**src/core/acs_map.svh**
```systemverilog
`ifndef ACS_MAP_SVH
`define ACS_MAP_SVH
`define ACS_OFF_SC1 8'h00
`define ACS_OFF_SC2 8'h04
`define ACS_OFF_SC3 8'h08
`define ACS_OFF_SC4 8'h0c
`define ACS_OFF_RES 8'h10
`define ACS_OFF_CV 8'h14
`define ACS_CHAN_OFF 5'h1f
`define ACS_MODE_8 2'h0
`define ACS_MODE_10 2'h2
`define ACS_SRC_ASYNC 2'h3
`define ACS_SRC_HALF 2'h1
`define ACS_CLK_MHZ 25
`define ACS_STARTUP_NS 5000
`define ACS_STARTUP_CYC ((`ACS_STARTUP_NS * `ACS_CLK_MHZ + 999) / 1000)
`define ACS_BUS_CYC 5
`define ACS_FIRST_EXTRA 3
`define ACS_SAMP_SHORT 4
`define ACS_SAMP_LONG 24
`define ACS_SUB_8S 17
`define ACS_SUB_HS 20
`define ACS_SUB_8L 37
`define ACS_SUB_HL 40
`endif

```
**src/core/acs_pkg.sv**
```systemverilog
package acs_pkg;
   typedef enum logic [1:0] {
      ACS_IDLE = 2'b00,
      ACS_WARM = 2'b01,
      ACS_SAMPLE = 2'b11,
      ACS_APPROX = 2'b10
   } acs_state_t;
   typedef struct packed {
      logic [4:0] channel;
      logic sample;
      logic convert;
      logic [1:0] mode;
      logic low_power;
   } acs_core_t;
endpackage

```
**src/core/acs_sequencer.sv**
```systemverilog
// Register access over APB and the register offsets were chosen for this implementation.
`timescale 1ns/100ps
`include "acs_map.svh"
module acs_sequencer import acs_pkg::*; #(
   parameter int DEPTH = 8,
   parameter int STARTUP_CYC = `ACS_STARTUP_CYC
) (
   input wire logic clk_sys,
   input wire logic reset_n,
   input wire logic psel,
   input wire logic penable,
   input wire logic pwrite,
   input wire logic [7:0] paddr,
   input wire logic [31:0] pwdata,
   output logic [31:0] prdata,
   output logic pready,
   output logic pslverr,
   input wire logic hw_conv_trigger,
   input wire logic stop_mode,
   input wire logic [11:0] core_result,
   output acs_core_t core_ctrl,
   output logic internal_async_clk,
   output logic conv_irq
);
   // Indices are three bits wide, and warm-up plus bus cycles must fit the wait counter
   if (DEPTH != 8 || STARTUP_CYC < 1 ||
       STARTUP_CYC + `ACS_BUS_CYC > 32'h1000) begin : g_param_check
      $error("acs_sequencer: unsupported parameters");
   end

   // Software-visible control
   logic conv_complete_flag, conv_irq_enable, continuous;
   logic [4:0] input_channel_sel;
   logic hw_trigger_select, compare_enable, compare_upper_limit;
   logic low_power_conv_sel, long_sample_sel;
   logic [1:0] conv_clk_divider, mode, conv_clk_source_sel;
   logic fifo_compare_all_sel;
   logic [2:0] fifo_depth_sel;
   logic [11:0] compare_value_reg;
   logic [4:0] chan_q [DEPTH];
   logic [11:0] res_q [DEPTH];
   logic [2:0] fill, conv_idx, rd_idx;
   logic filled;

   // Sequencer state
   acs_state_t state;
   logic [11:0] wait_cnt;
   logic [5:0] tick_cnt;
   logic [3:0] div_cnt;
   logic first, any_hit, all_hit;

   logic trig_s1, trig_s2, trig_s3, trig_edge;
   logic wr_done, rd_done, wr_sc1, wr_cfg, rd_res;
   logic fifo_on, chan_off, sw_start, hw_start, stop_abort, conversion_clock_tick;
   logic [5:0] sub_ticks, samp_ticks;
   logic [4:0] cur_chan;
   logic [11:0] fitted, cmp_sum, mask;
   logic hit, last_entry;

   function automatic logic [11:0] acs_fit(input logic [11:0] r, input logic [1:0] m);
      logic [10:0] r10;
      logic [8:0] r8;
      r10 = {1'b0, r[11:2]} + {10'h000, r[1]};
      r8 = {1'b0, r[11:4]} + {8'h00, r[3]};
      if (m == `ACS_MODE_8) begin
         acs_fit = r8[8] ? 12'h0ff : {4'h0, r8[7:0]};
      end else if (m == `ACS_MODE_10) begin
         acs_fit = r10[10] ? 12'h3ff : {2'h0, r10[9:0]};
      end else begin
         acs_fit = r;
      end
   endfunction

   assign wr_done = psel && penable && pready && pwrite;
   assign rd_done = psel && penable && pready && !pwrite;
   assign wr_sc1 = wr_done && paddr == `ACS_OFF_SC1;
   assign wr_cfg = wr_done && (paddr == `ACS_OFF_SC2 || paddr == `ACS_OFF_SC3 ||
                               paddr == `ACS_OFF_SC4 || paddr == `ACS_OFF_CV);
   assign rd_res = rd_done && paddr == `ACS_OFF_RES;
   assign fifo_on = fifo_depth_sel != 3'h0;
   assign chan_off = input_channel_sel == `ACS_CHAN_OFF;
   assign filled = fill == fifo_depth_sel;
   assign stop_abort = stop_mode && conv_clk_source_sel != `ACS_SRC_ASYNC;
   assign trig_edge = trig_s2 && !trig_s3;
   assign cur_chan = fifo_on ? chan_q[conv_idx] : input_channel_sel;
   // In FIFO mode only the write that completes the refill starts; a write during
   // a batch or after a full one begins again at entry 0, as the fill logic does
   assign sw_start = wr_sc1 && !hw_trigger_select && pwdata[4:0] != `ACS_CHAN_OFF &&
                     (!fifo_on || (state != ACS_IDLE || filled ? fifo_depth_sel == 3'h1
                                                              : fill + 3'h1 == fifo_depth_sel));
   // Edges count only while idle, so a running series never restarts
   assign hw_start = trig_edge && hw_trigger_select && state == ACS_IDLE && !chan_off &&
                     (!fifo_on || filled);
   assign samp_ticks = long_sample_sel ? 6'(`ACS_SAMP_LONG) : 6'(`ACS_SAMP_SHORT);
   always_comb begin
      if (mode == `ACS_MODE_8) begin
         sub_ticks = long_sample_sel ? 6'(`ACS_SUB_8L) : 6'(`ACS_SUB_8S);
      end else begin
         sub_ticks = long_sample_sel ? 6'(`ACS_SUB_HL) : 6'(`ACS_SUB_HS);
      end
   end
   assign mask = mode == `ACS_MODE_8 ? 12'h0ff : (mode == `ACS_MODE_10 ? 12'h3ff : 12'hfff);
   assign fitted = acs_fit(core_result, mode);
   assign cmp_sum = (fitted + ~compare_value_reg) & mask;
   assign hit = compare_upper_limit ? fitted >= (compare_value_reg & mask)
                                    : fitted < (compare_value_reg & mask);
   assign last_entry = !fifo_on || conv_idx + 3'h1 == fifo_depth_sel;
   // Conversion clock is derived from the bus clock; alternate and async sources
   // are approximated by it, which keeps the counts but not the true frequency.
   assign conversion_clock_tick = div_cnt == 4'h0;

   // Stage three only keeps the settled level for the edge detector
   always_ff @(posedge clk_sys or negedge reset_n) begin
      if (!reset_n) begin
         trig_s1 <= 1'b0;
         trig_s2 <= 1'b0;
         trig_s3 <= 1'b0;
      end else begin
         trig_s1 <= hw_conv_trigger;
         trig_s2 <= trig_s1;
         trig_s3 <= trig_s2;
      end
   end

   // APB slave: one wait-free access phase, answer registered at the setup edge
   always_ff @(posedge clk_sys or negedge reset_n) begin
      if (!reset_n) begin
         pready <= 1'b0;
         pslverr <= 1'b0;
         prdata <= 32'h0000_0000;
      end else if (psel && !penable && !pready) begin
         pready <= 1'b1;
         pslverr <= paddr > `ACS_OFF_CV || paddr[1:0] != 2'h0;
         case (paddr)
            `ACS_OFF_SC1: prdata <= {24'h0, conv_complete_flag, conv_irq_enable, continuous,
                                     fifo_on ? cur_chan : input_channel_sel};
            `ACS_OFF_SC2: prdata <= {24'h0, state != ACS_IDLE, hw_trigger_select,
                                     compare_enable, compare_upper_limit, 4'h0};
            `ACS_OFF_SC3: prdata <= {24'h0, low_power_conv_sel, conv_clk_divider,
                                     long_sample_sel, mode, conv_clk_source_sel};
            `ACS_OFF_SC4: prdata <= {25'h0, fifo_compare_all_sel, 3'h0, fifo_depth_sel};
            `ACS_OFF_RES: prdata <= {20'h0, fifo_on ? res_q[rd_idx] : res_q[0]};
            `ACS_OFF_CV: prdata <= {20'h0, compare_value_reg};
            default: prdata <= 32'h0000_0000;
         endcase
      end else begin
         pready <= 1'b0;
         pslverr <= 1'b0;
      end
   end

   always_ff @(posedge clk_sys or negedge reset_n) begin
      if (!reset_n) begin
         conv_irq_enable <= 1'b0;
         continuous <= 1'b0;
         input_channel_sel <= `ACS_CHAN_OFF;
         hw_trigger_select <= 1'b0;
         compare_enable <= 1'b0;
         compare_upper_limit <= 1'b0;
         low_power_conv_sel <= 1'b0;
         conv_clk_divider <= 2'h0;
         long_sample_sel <= 1'b0;
         mode <= 2'h0;
         conv_clk_source_sel <= 2'h0;
         fifo_compare_all_sel <= 1'b0;
         fifo_depth_sel <= 3'h0;
         compare_value_reg <= 12'h000;
      end else if (wr_done) begin
         case (paddr)
            `ACS_OFF_SC1: begin
               conv_irq_enable <= pwdata[6];
               continuous <= pwdata[5];
               input_channel_sel <= pwdata[4:0];
            end
            `ACS_OFF_SC2: begin
               hw_trigger_select <= pwdata[6];
               compare_enable <= pwdata[5];
               compare_upper_limit <= pwdata[4];
            end
            `ACS_OFF_SC3: begin
               low_power_conv_sel <= pwdata[7];
               conv_clk_divider <= pwdata[6:5];
               long_sample_sel <= pwdata[4];
               mode <= pwdata[3:2];
               conv_clk_source_sel <= pwdata[1:0];
            end
            `ACS_OFF_SC4: begin
               fifo_compare_all_sel <= pwdata[6];
               fifo_depth_sel <= pwdata[2:0];
            end
            `ACS_OFF_CV: compare_value_reg <= pwdata[11:0];
            default: ;
         endcase
      end
   end

   // Channel FIFO fill; a write after a finished or running batch starts a new one
   always_ff @(posedge clk_sys or negedge reset_n) begin
      if (!reset_n) begin
         fill <= 3'h0;
         for (int i = 0; i < DEPTH; i++) begin
            chan_q[i] <= 5'h00;
         end
      end else if (wr_sc1 && fifo_on) begin
         if (state != ACS_IDLE || filled) begin
            chan_q[0] <= pwdata[4:0];
            fill <= 3'h1;
         end else begin
            chan_q[fill] <= pwdata[4:0];
            fill <= fill + 3'h1;
         end
      end
   end

   // Source 01 doubles the reload, so one tick spans twice the divided period
   always_ff @(posedge clk_sys or negedge reset_n) begin
      if (!reset_n) begin
         div_cnt <= 4'h0;
      end else if (state == ACS_IDLE || conversion_clock_tick) begin
         div_cnt <= 4'((4'h1 << conv_clk_divider) - 4'h1 +
                       (conv_clk_source_sel == `ACS_SRC_HALF ? (4'h1 << conv_clk_divider) : 4'h0));
      end else begin
         div_cnt <= div_cnt - 4'h1;
      end
   end

   always_ff @(posedge clk_sys or negedge reset_n) begin
      if (!reset_n) begin
         state <= ACS_IDLE;
         wait_cnt <= 12'h000;
         tick_cnt <= 6'h00;
         first <= 1'b1;
         conv_idx <= 3'h0;
         any_hit <= 1'b0;
         all_hit <= 1'b1;
         conv_complete_flag <= 1'b0;
         rd_idx <= 3'h0;
         for (int i = 0; i < DEPTH; i++) begin
            res_q[i] <= 12'h000;
         end
      end else begin
         if (rd_res && fifo_on) begin
            rd_idx <= rd_idx + 3'h1;
         end
         // A completion is assigned further down, so a set in the same cycle wins
         if (rd_res || wr_sc1) begin
            conv_complete_flag <= 1'b0;
         end
         if (sw_start || hw_start) begin
            state <= ACS_WARM;
            first <= 1'b1;
            conv_idx <= 3'h0;
            rd_idx <= 3'h0;
            any_hit <= 1'b0;
            all_hit <= 1'b1;
            wait_cnt <= conv_clk_source_sel == `ACS_SRC_ASYNC ?
                        12'(STARTUP_CYC + `ACS_BUS_CYC - 1) : 12'(`ACS_BUS_CYC - 1);
         end else if (wr_sc1 || wr_cfg || stop_abort || chan_off && !fifo_on) begin
            // Results stay untouched on an abort; only reset clears them
            state <= ACS_IDLE;
            conv_idx <= 3'h0;
         end else begin
            case (state)
               ACS_IDLE: ;
               ACS_WARM: begin
                  if (wait_cnt == 12'h000) begin
                     state <= ACS_SAMPLE;
                     tick_cnt <= 6'h00;
                  end else begin
                     wait_cnt <= wait_cnt - 12'h001;
                  end
               end
               ACS_SAMPLE: begin
                  if (conversion_clock_tick) begin
                     tick_cnt <= tick_cnt + 6'h01;
                     if (tick_cnt + 6'h01 == samp_ticks) begin
                        state <= ACS_APPROX;
                     end
                  end
               end
               ACS_APPROX: begin
                  if (conversion_clock_tick) begin
                     tick_cnt <= tick_cnt + 6'h01;
                  end
                  if (conversion_clock_tick && tick_cnt + 6'h01 ==
                      sub_ticks + (first ? 6'(`ACS_FIRST_EXTRA) : 6'h00)) begin
                     tick_cnt <= 6'h00;
                     first <= 1'b0;
                     // FIFO mode stores every result; the flag waits for the last entry
                     if (fifo_on) begin
                        res_q[conv_idx] <= compare_enable ? cmp_sum : fitted;
                        any_hit <= any_hit || hit;
                        all_hit <= all_hit && hit;
                     end else if (!compare_enable || hit) begin
                        res_q[0] <= compare_enable ? cmp_sum : fitted;
                        conv_complete_flag <= 1'b1;
                     end
                     if (fifo_on && last_entry && (!compare_enable ||
                         (fifo_compare_all_sel ? all_hit && hit : any_hit || hit))) begin
                        conv_complete_flag <= 1'b1;
                     end
                     if (fifo_on && !last_entry) begin
                        conv_idx <= conv_idx + 3'h1;
                        state <= ACS_SAMPLE;
                     end else if (continuous) begin
                        conv_idx <= 3'h0;
                        any_hit <= 1'b0;
                        all_hit <= 1'b1;
                        state <= ACS_SAMPLE;
                     end else begin
                        conv_idx <= 3'h0;
                        state <= ACS_IDLE;
                     end
                  end
               end
               default: state <= ACS_IDLE;
            endcase
         end
      end
   end

   always_ff @(posedge clk_sys or negedge reset_n) begin
      if (!reset_n) begin
         core_ctrl <= '0;
         internal_async_clk <= 1'b0;
         conv_irq <= 1'b0;
      end else begin
         core_ctrl.channel <= cur_chan;
         core_ctrl.sample <= state == ACS_SAMPLE;
         core_ctrl.convert <= state == ACS_APPROX;
         core_ctrl.mode <= mode;
         core_ctrl.low_power <= low_power_conv_sel;
         internal_async_clk <= state != ACS_IDLE && conv_clk_source_sel == `ACS_SRC_ASYNC;
         // Level request: stays high while flag and enable are both set
         conv_irq <= conv_complete_flag && conv_irq_enable;
      end
   end
endmodule // acs_sequencer

```
**config.mk**
```make
export PLATFORM = sky130hd
export DESIGN_NAME = acs_sequencer
export DESIGN_NICKNAME = d
export VERILOG_FILES = /design/src/core/acs_pkg.sv /design/src/core/acs_sequencer.sv
export VERILOG_INCLUDE_DIRS = /design/src /design/src/core
export SDC_FILE = /design/constraint.sdc
export NUM_CORES = 1
export LEC_CHECK = 0
export BUFFER_PORTS_ARGS = -buffer_cell sky130_fd_sc_hd__buf_2
export CORE_MARGIN = 2
export CORE_UTILIZATION = 61
export DETAILED_ROUTE_END_ITERATION = 10
export GPL_TIMING_DRIVEN = 0
export PLACE_DENSITY = 0.83
export SLEW_MARGIN = 20
export SYNTH_ARGS = -nofsm -noshare
export SYNTH_HDL_FRONTEND = slang
export SYNTH_SLANG_ARGS = --single-unit
```
**constraint.sdc**
```tcl
create_clock -name clk_sys -period 4.7 [get_ports clk_sys]
set_clock_uncertainty 0.2 [all_clocks]
set_input_delay 1.175 -clock clk_sys [delete_from_list [all_inputs] [get_ports clk_sys]]
set_output_delay 1.175 -clock clk_sys [all_outputs]
set_load 0.01 [all_outputs]
```
# Word-level counts from Yosys, hierarchy flattened
# Index checks and enable logic that the tools add are counted.
# W data, S select, Z words.
# word_totals
memories	0
ram_bits	0
mem_bits_ro	0
inputBits	59
latch_bits	0
register_bits	256
wordCells	287
# classes
eq_ne	27
multipliers	0
magnitude_cmp	8
addsub	12
div	0
mux	90
n_reduce_logical	86
bitwise	9
shifts	1
# ops
cell	n
$mux W12	15
$bwmux W96	1
$pmux W12 S6	1
$bwmux W40	1
$bmux W12 S3	1
$demux W12 S3	1
$mux W6	6
$mux W5	7
$mux W1	31
$logic_and A1 B1 Y1	30
$and A12 B12 Y12	2
$mux W3	8
$mux W2	9
$pmux W6 S3	1
$logic_or A1 B1 Y1	17
$eq A8 B4 Y1 const B	2
$eq A8 B5 Y1 const B	2
$mux W8	2
$ne A4 B4 Y1 const B	4
$bmux W5 S3	1
$demux W5 S3	1
$reduce_and A5 Y1	3
$reduce_and A2 Y1	7
$reduce_bool A2 Y1	7
other kinds (40)	73

# Depth between registers and ports, before layout
# depth
word_depth	15
mapped_depth	19
ltp_nobuf	18

# Worst setup path before layout
# No wires, ideal clock.
# synth_timing
path_type	in2reg
startpoint	input core_result[11]
endpoint	register res_q[11] (netlist bit)
stages	15
arrival_time_ns	4.542
slack_ns	-0.183
path_buffers	2
required_ns	4.359
cell_sequence	buf_2 nand4_1 or3_1 and2_1 clkbuf_1 a222oi_1 ha_1 o21a_1 o2111ai_1 o221ai_1 o21ai_0 mux2_2 o2111ai_1 mux2i_1 o21ai_0
# synth_between
elab_chain_cells	8
# synth_rtl
element	line	text
from (decl)	acs_sequencer.sv:20	input wire logic [11:0] core_result,
$add A10 B1 Y11	acs_sequencer.sv:63	r10 = {1'b0, r[11:2]} + {10'h000, r[1]};
$mux W10	acs_sequencer.sv:68	acs_fit = r10[10] ? 12'h3ff : {2'h0, r10[9:0]};
$mux W12	acs_sequencer.sv:67	end else if (m == `ACS_MODE_10) begin
$mux W12 *	acs_sequencer.sv:65	if (m == `ACS_MODE_8) begin
$add A12 B12 Y12	acs_sequencer.sv:104	assign cmp_sum = (fitted + ~compare_value_reg) & mask;
$and A12 B12 Y12	acs_sequencer.sv:104	
$mux W12 *	acs_sequencer.sv:291	res_q[conv_idx] <= compare_enable ? cmp_sum : fitted;
$bwmux W96 *	acs_sequencer.sv:291	
to (signal, indexed assignment)	acs_sequencer.sv:291	
to (decl)	acs_sequencer.sv:41	logic [11:0] res_q [DEPTH];
# Every way passes the cells marked *; elsewhere a longest branch is shown, timed or not.
# A chain may end at the register's enable or synchronous reset.

# Final worst setup path
# layout_timing
startpoint	input core_result[2]
endpoint	register res_q[10] (netlist bit)
# layout_between
elab_chain_cells	8
# layout_rtl
element	line
$add A10 B1 Y11	acs_sequencer.sv:63
$mux W10	acs_sequencer.sv:68
$mux W12 *	acs_sequencer.sv:67
$mux W12 *	acs_sequencer.sv:65
$add A12 B12 Y12 *	acs_sequencer.sv:104
$and A12 B12 Y12 *	acs_sequencer.sv:104
$mux W12 *	acs_sequencer.sv:291
$bwmux W96 *	acs_sequencer.sv:291
# Marks and branches as above.

==> flow_metrics.tcl <==
set metrics [dict create \
    status "finished, final reports clean" \
    hold_viol 0 \
    powerDensity_nw_per_um2 325.8 \
    setup_violations 0 \
    cp-start-kind "primary input" \
    syn_to_final_growth_pct 15.55 \
    slew_headroom_pct 35.08 \
    largest_register_ffs 96 \
    period_minus_slack_ns 4.598 \
    leakagePower_nw 6.783 \
    h-tree-depth 1 \
    hp-class "register to register" \
    reg2reg_to "res_q[35]$_DFFE_PN0P_" \
    fin_total_pwr_mw 4.844 \
    pre_cts_ws_ns -1.320 \
    holdWs_ns 0.1497 \
    cp-end-kind "register" \
    drc_errors 0 \
    endpoint "res_q[10]$_DFFE_PN0P_" \
    dieHeight_um 149.3 \
    overflow 0 \
    hpwl_um 25130 \
    grt_pass1_vias 10794 \
    rr_worst_depth 15 \
    clk_latency_ns 0.52 \
    die_area_um2 22280 \
    design_area_um2 14870 \
    ant_nets 0 \
    drtPass1Iterations 6 \
    worst_slack_ns 0.1018 \
    drt-total-wl_um 36990 \
    yosysSeqAreaShare_pct 45.96 \
    synth_cell_types 81 \
    drive_gt1_share_pct 22.18 \
    cp_max_fo 8 \
    vias 10945 \
    final_nets 1480 \
    reg2reg_from "mode[1]$_DFFE_PN0P_" \
    cts_tree "done" \
    clkSlewWorstSetupHoldPaths_ns 0.06 \
    vdd_drop_max_mv 0.2208 \
    fmax_ghz 0.2175 \
    tightest_slew_ns 0.9685 \
    worst_ep_arrival_time_ns 4.77 \
    required_ns 4.87 \
    cts_buffers 25 \
    routed_via_density 6.488 \
    io-pin-count 105 \
    antenna_found_initial 1 \
    path_class "primary input to register" \
    yosys_warnings 0 \
    cts.path.max_buffers 3 \
    cts_sinks 236 \
    track_usage_pct 33.19 \
    syn-mean-instance-area_um2 10.10 \
    ys_async_sr_fraction_pct 100.0 \
    post_synth_inst_count 1274 \
    fin_crit_sh_pct 97.83 \
    synth_area_um2 12870 \
    io_buffers 58 \
    place_area_um2 13680 \
    first_iter_violations 1266 \
    cts-root-buf "clkbuf_16" \
    core_area_um2 20890 \
    synthFlopType "dfrtp_1" \
    reg_top3 "res_q: 96 flops, chan_q: 40 flops" \
    gp_congestion 0.9382 \
    fp-row-count 53 \
    crit_start "core_result[2]" \
    grt_max_degree 85 \
    dieWidth_um 149.3 \
    cts_hold_buffers 0 \
    r2r_setup_slack_ns 0.23 \
    drv_slew 0 \
    max-cap-violations 0 \
    synth-edff-count 0 \
    start_util_pct 61.61 \
    top_register "res_q" \
    grt_pass1_wl_um 57330 \
    routedWlPerCell_um 21.92 \
    synth_seq_cells 236 \
]
[final cells by class]
type,count,area [um2]
antenna,1,2.502
inverter,48,180.2
fill,1405,6018
timing repair buffer,74,496.7
buffer,93,503.0
multi-input combinational,915,6586
clock buffer,29,670.6
tap,275,344.1
sequential,236,5914
clock inverter,16,172.7
[per-layer routing]
layer | global-route usage [%] | wire length, um | up-vias | part of all wire, %
met4 | 15.86 | 1802 | 0 | 4.9
met3 | 7.462 | 3710 | 164 | 10
met1 | 43.28 | 14130 | 5376 | 38
li1 | - | - | 4716 | -
met2 | 53.06 | 17340 | 689 | 47
met5 | 0 | 0 | - | 0
[synthesized netlist by cell type, types with 15 or more instances]
library cell  count  area share [%]
a211oi_1         18             1.0
xnor2_1          21             1.4
nand3_1          28             1.1
o21ai_0         147             5.7
clkbuf_1         42             1.2
nor2_1           73             2.1
dfrtp_1         229              45
inv_1            47             1.4
mux4_2           33             5.8
buf_2            19            0.74
nand2_1         193             5.6
buf_4            24             1.4
mux2i_1          43             3.3
ha_1             27             2.6
mux2_2           59             5.2
nor3_1           15            0.58
xor2_1           33             2.2
a21oi_1          35             1.4
[how the worst min path moves through the flow]
stage | start | endpoint | slack [ns] | cells past startpoint
2_1_floorplan | trig_s1$_DFF_PN0_ | trig_s2$_DFF_PN0_ | 0.13 | 0
3_3_place_gp | trig_s1$_DFF_PN0_ | trig_s2$_DFF_PN0_ | 0.13 | 0
3_5_place_dp | trig_s1$_DFF_PN0_ | trig_s2$_DFF_PN0_ | 0.14 | 0
4_1_cts | trig_s1$_DFF_PN0_ | trig_s2$_DFF_PN0_ | 0.15 | 0
5_1_grt | trig_s1$_DFF_PN0_ | trig_s2$_DFF_PN0_ | 0.17 | 0
6_report | trig_s1$_DFF_PN0_ | trig_s2$_DFF_PN0_ | 0.15 | 0
[cells in the final DEF (no fill, tap or decap), types with 7 or more instances in the layout]
cell,n
clkbuf_16,25
a21o_1,12
nand2_1,193
o21ai_1,9
mux2_2,58
o21ai_0,139
and2_1,10
mux4_2,33
nor3_1,14
buf_2,72
nand3b_1,8
nor2_1,72
a211oi_1,18
nand3_1,27
nand4_1,11
inv_1,47
xor2_1,33
buf_4,36
dfrtp_1,229
conb_1,20
a31oi_1,7
clkbuf_1,41
xnor2_1,21
a21oi_1,29
mux2i_1,40
ha_1,23
dfstp_2,7
nand2b_1,12
clkinv_2,7
[critical path: stages]
cell,delay [ns]
buf_4,0.11
ha_4,0.14
nand4_1,0.16
or3_4,0.37
and2_4,0.17
buf_8,0.12
nand2b_1,0.09
o221ai_2,0.17
inv_1,0.10
ha_1,0.20
inv_1,0.07
fa_1,0.42
nor2b_1,0.17
o21ai_0,0.11
nand2b_1,0.17
a21o_1,0.19
a21oi_1,0.10
o211a_1,0.24
a221oi_4,0.23
buf_12,0.16
o21ai_0,0.09
[cells by family after synthesis]
| family | count (synthesis) | synth area share [%] |
|---|---|---|
| xor gates and xnor gates | 55 | 3.850 |
| and+or+nand+nor | 396 | 14.65 |
| DFF | 236 | 45.96 |
| AOI/OAI and AO/OA | 281 | 13.34 |
| other | 1 | 0.02914 |
| buffers and inverters | 142 | 5.114 |
| adders and majority gates | 28 | 2.780 |
| muxes | 135 | 14.28 |
[power breakdown]
group,switching [mW],leakage (nW),internal (mW)
clock network,0.837,0.409,1.19
logic,0.386,3.27,0.240
registers,0.0703,3.10,2.12
total,1.29,6.78,3.55
[timing repair]
action	4_1_cts	5_1_grt
setup endpoints to repair	62	71
resized for setup	11	38
pin swaps	1	11
buffers inserted	3	11
gates cloned	0	0
[through the flow]
stage	std cells	TNS [ns]	util [%]
floorplan	1293	-0.02198	-
global placement	1626	-435.69	65.19
detailed placement	1628	-54.47	65.50
CTS	1676	-0.01220	70.06
global route	1687	-0.5153	71.19
finish	1687	0	71.19
Power figures use the tool's default switching activity.
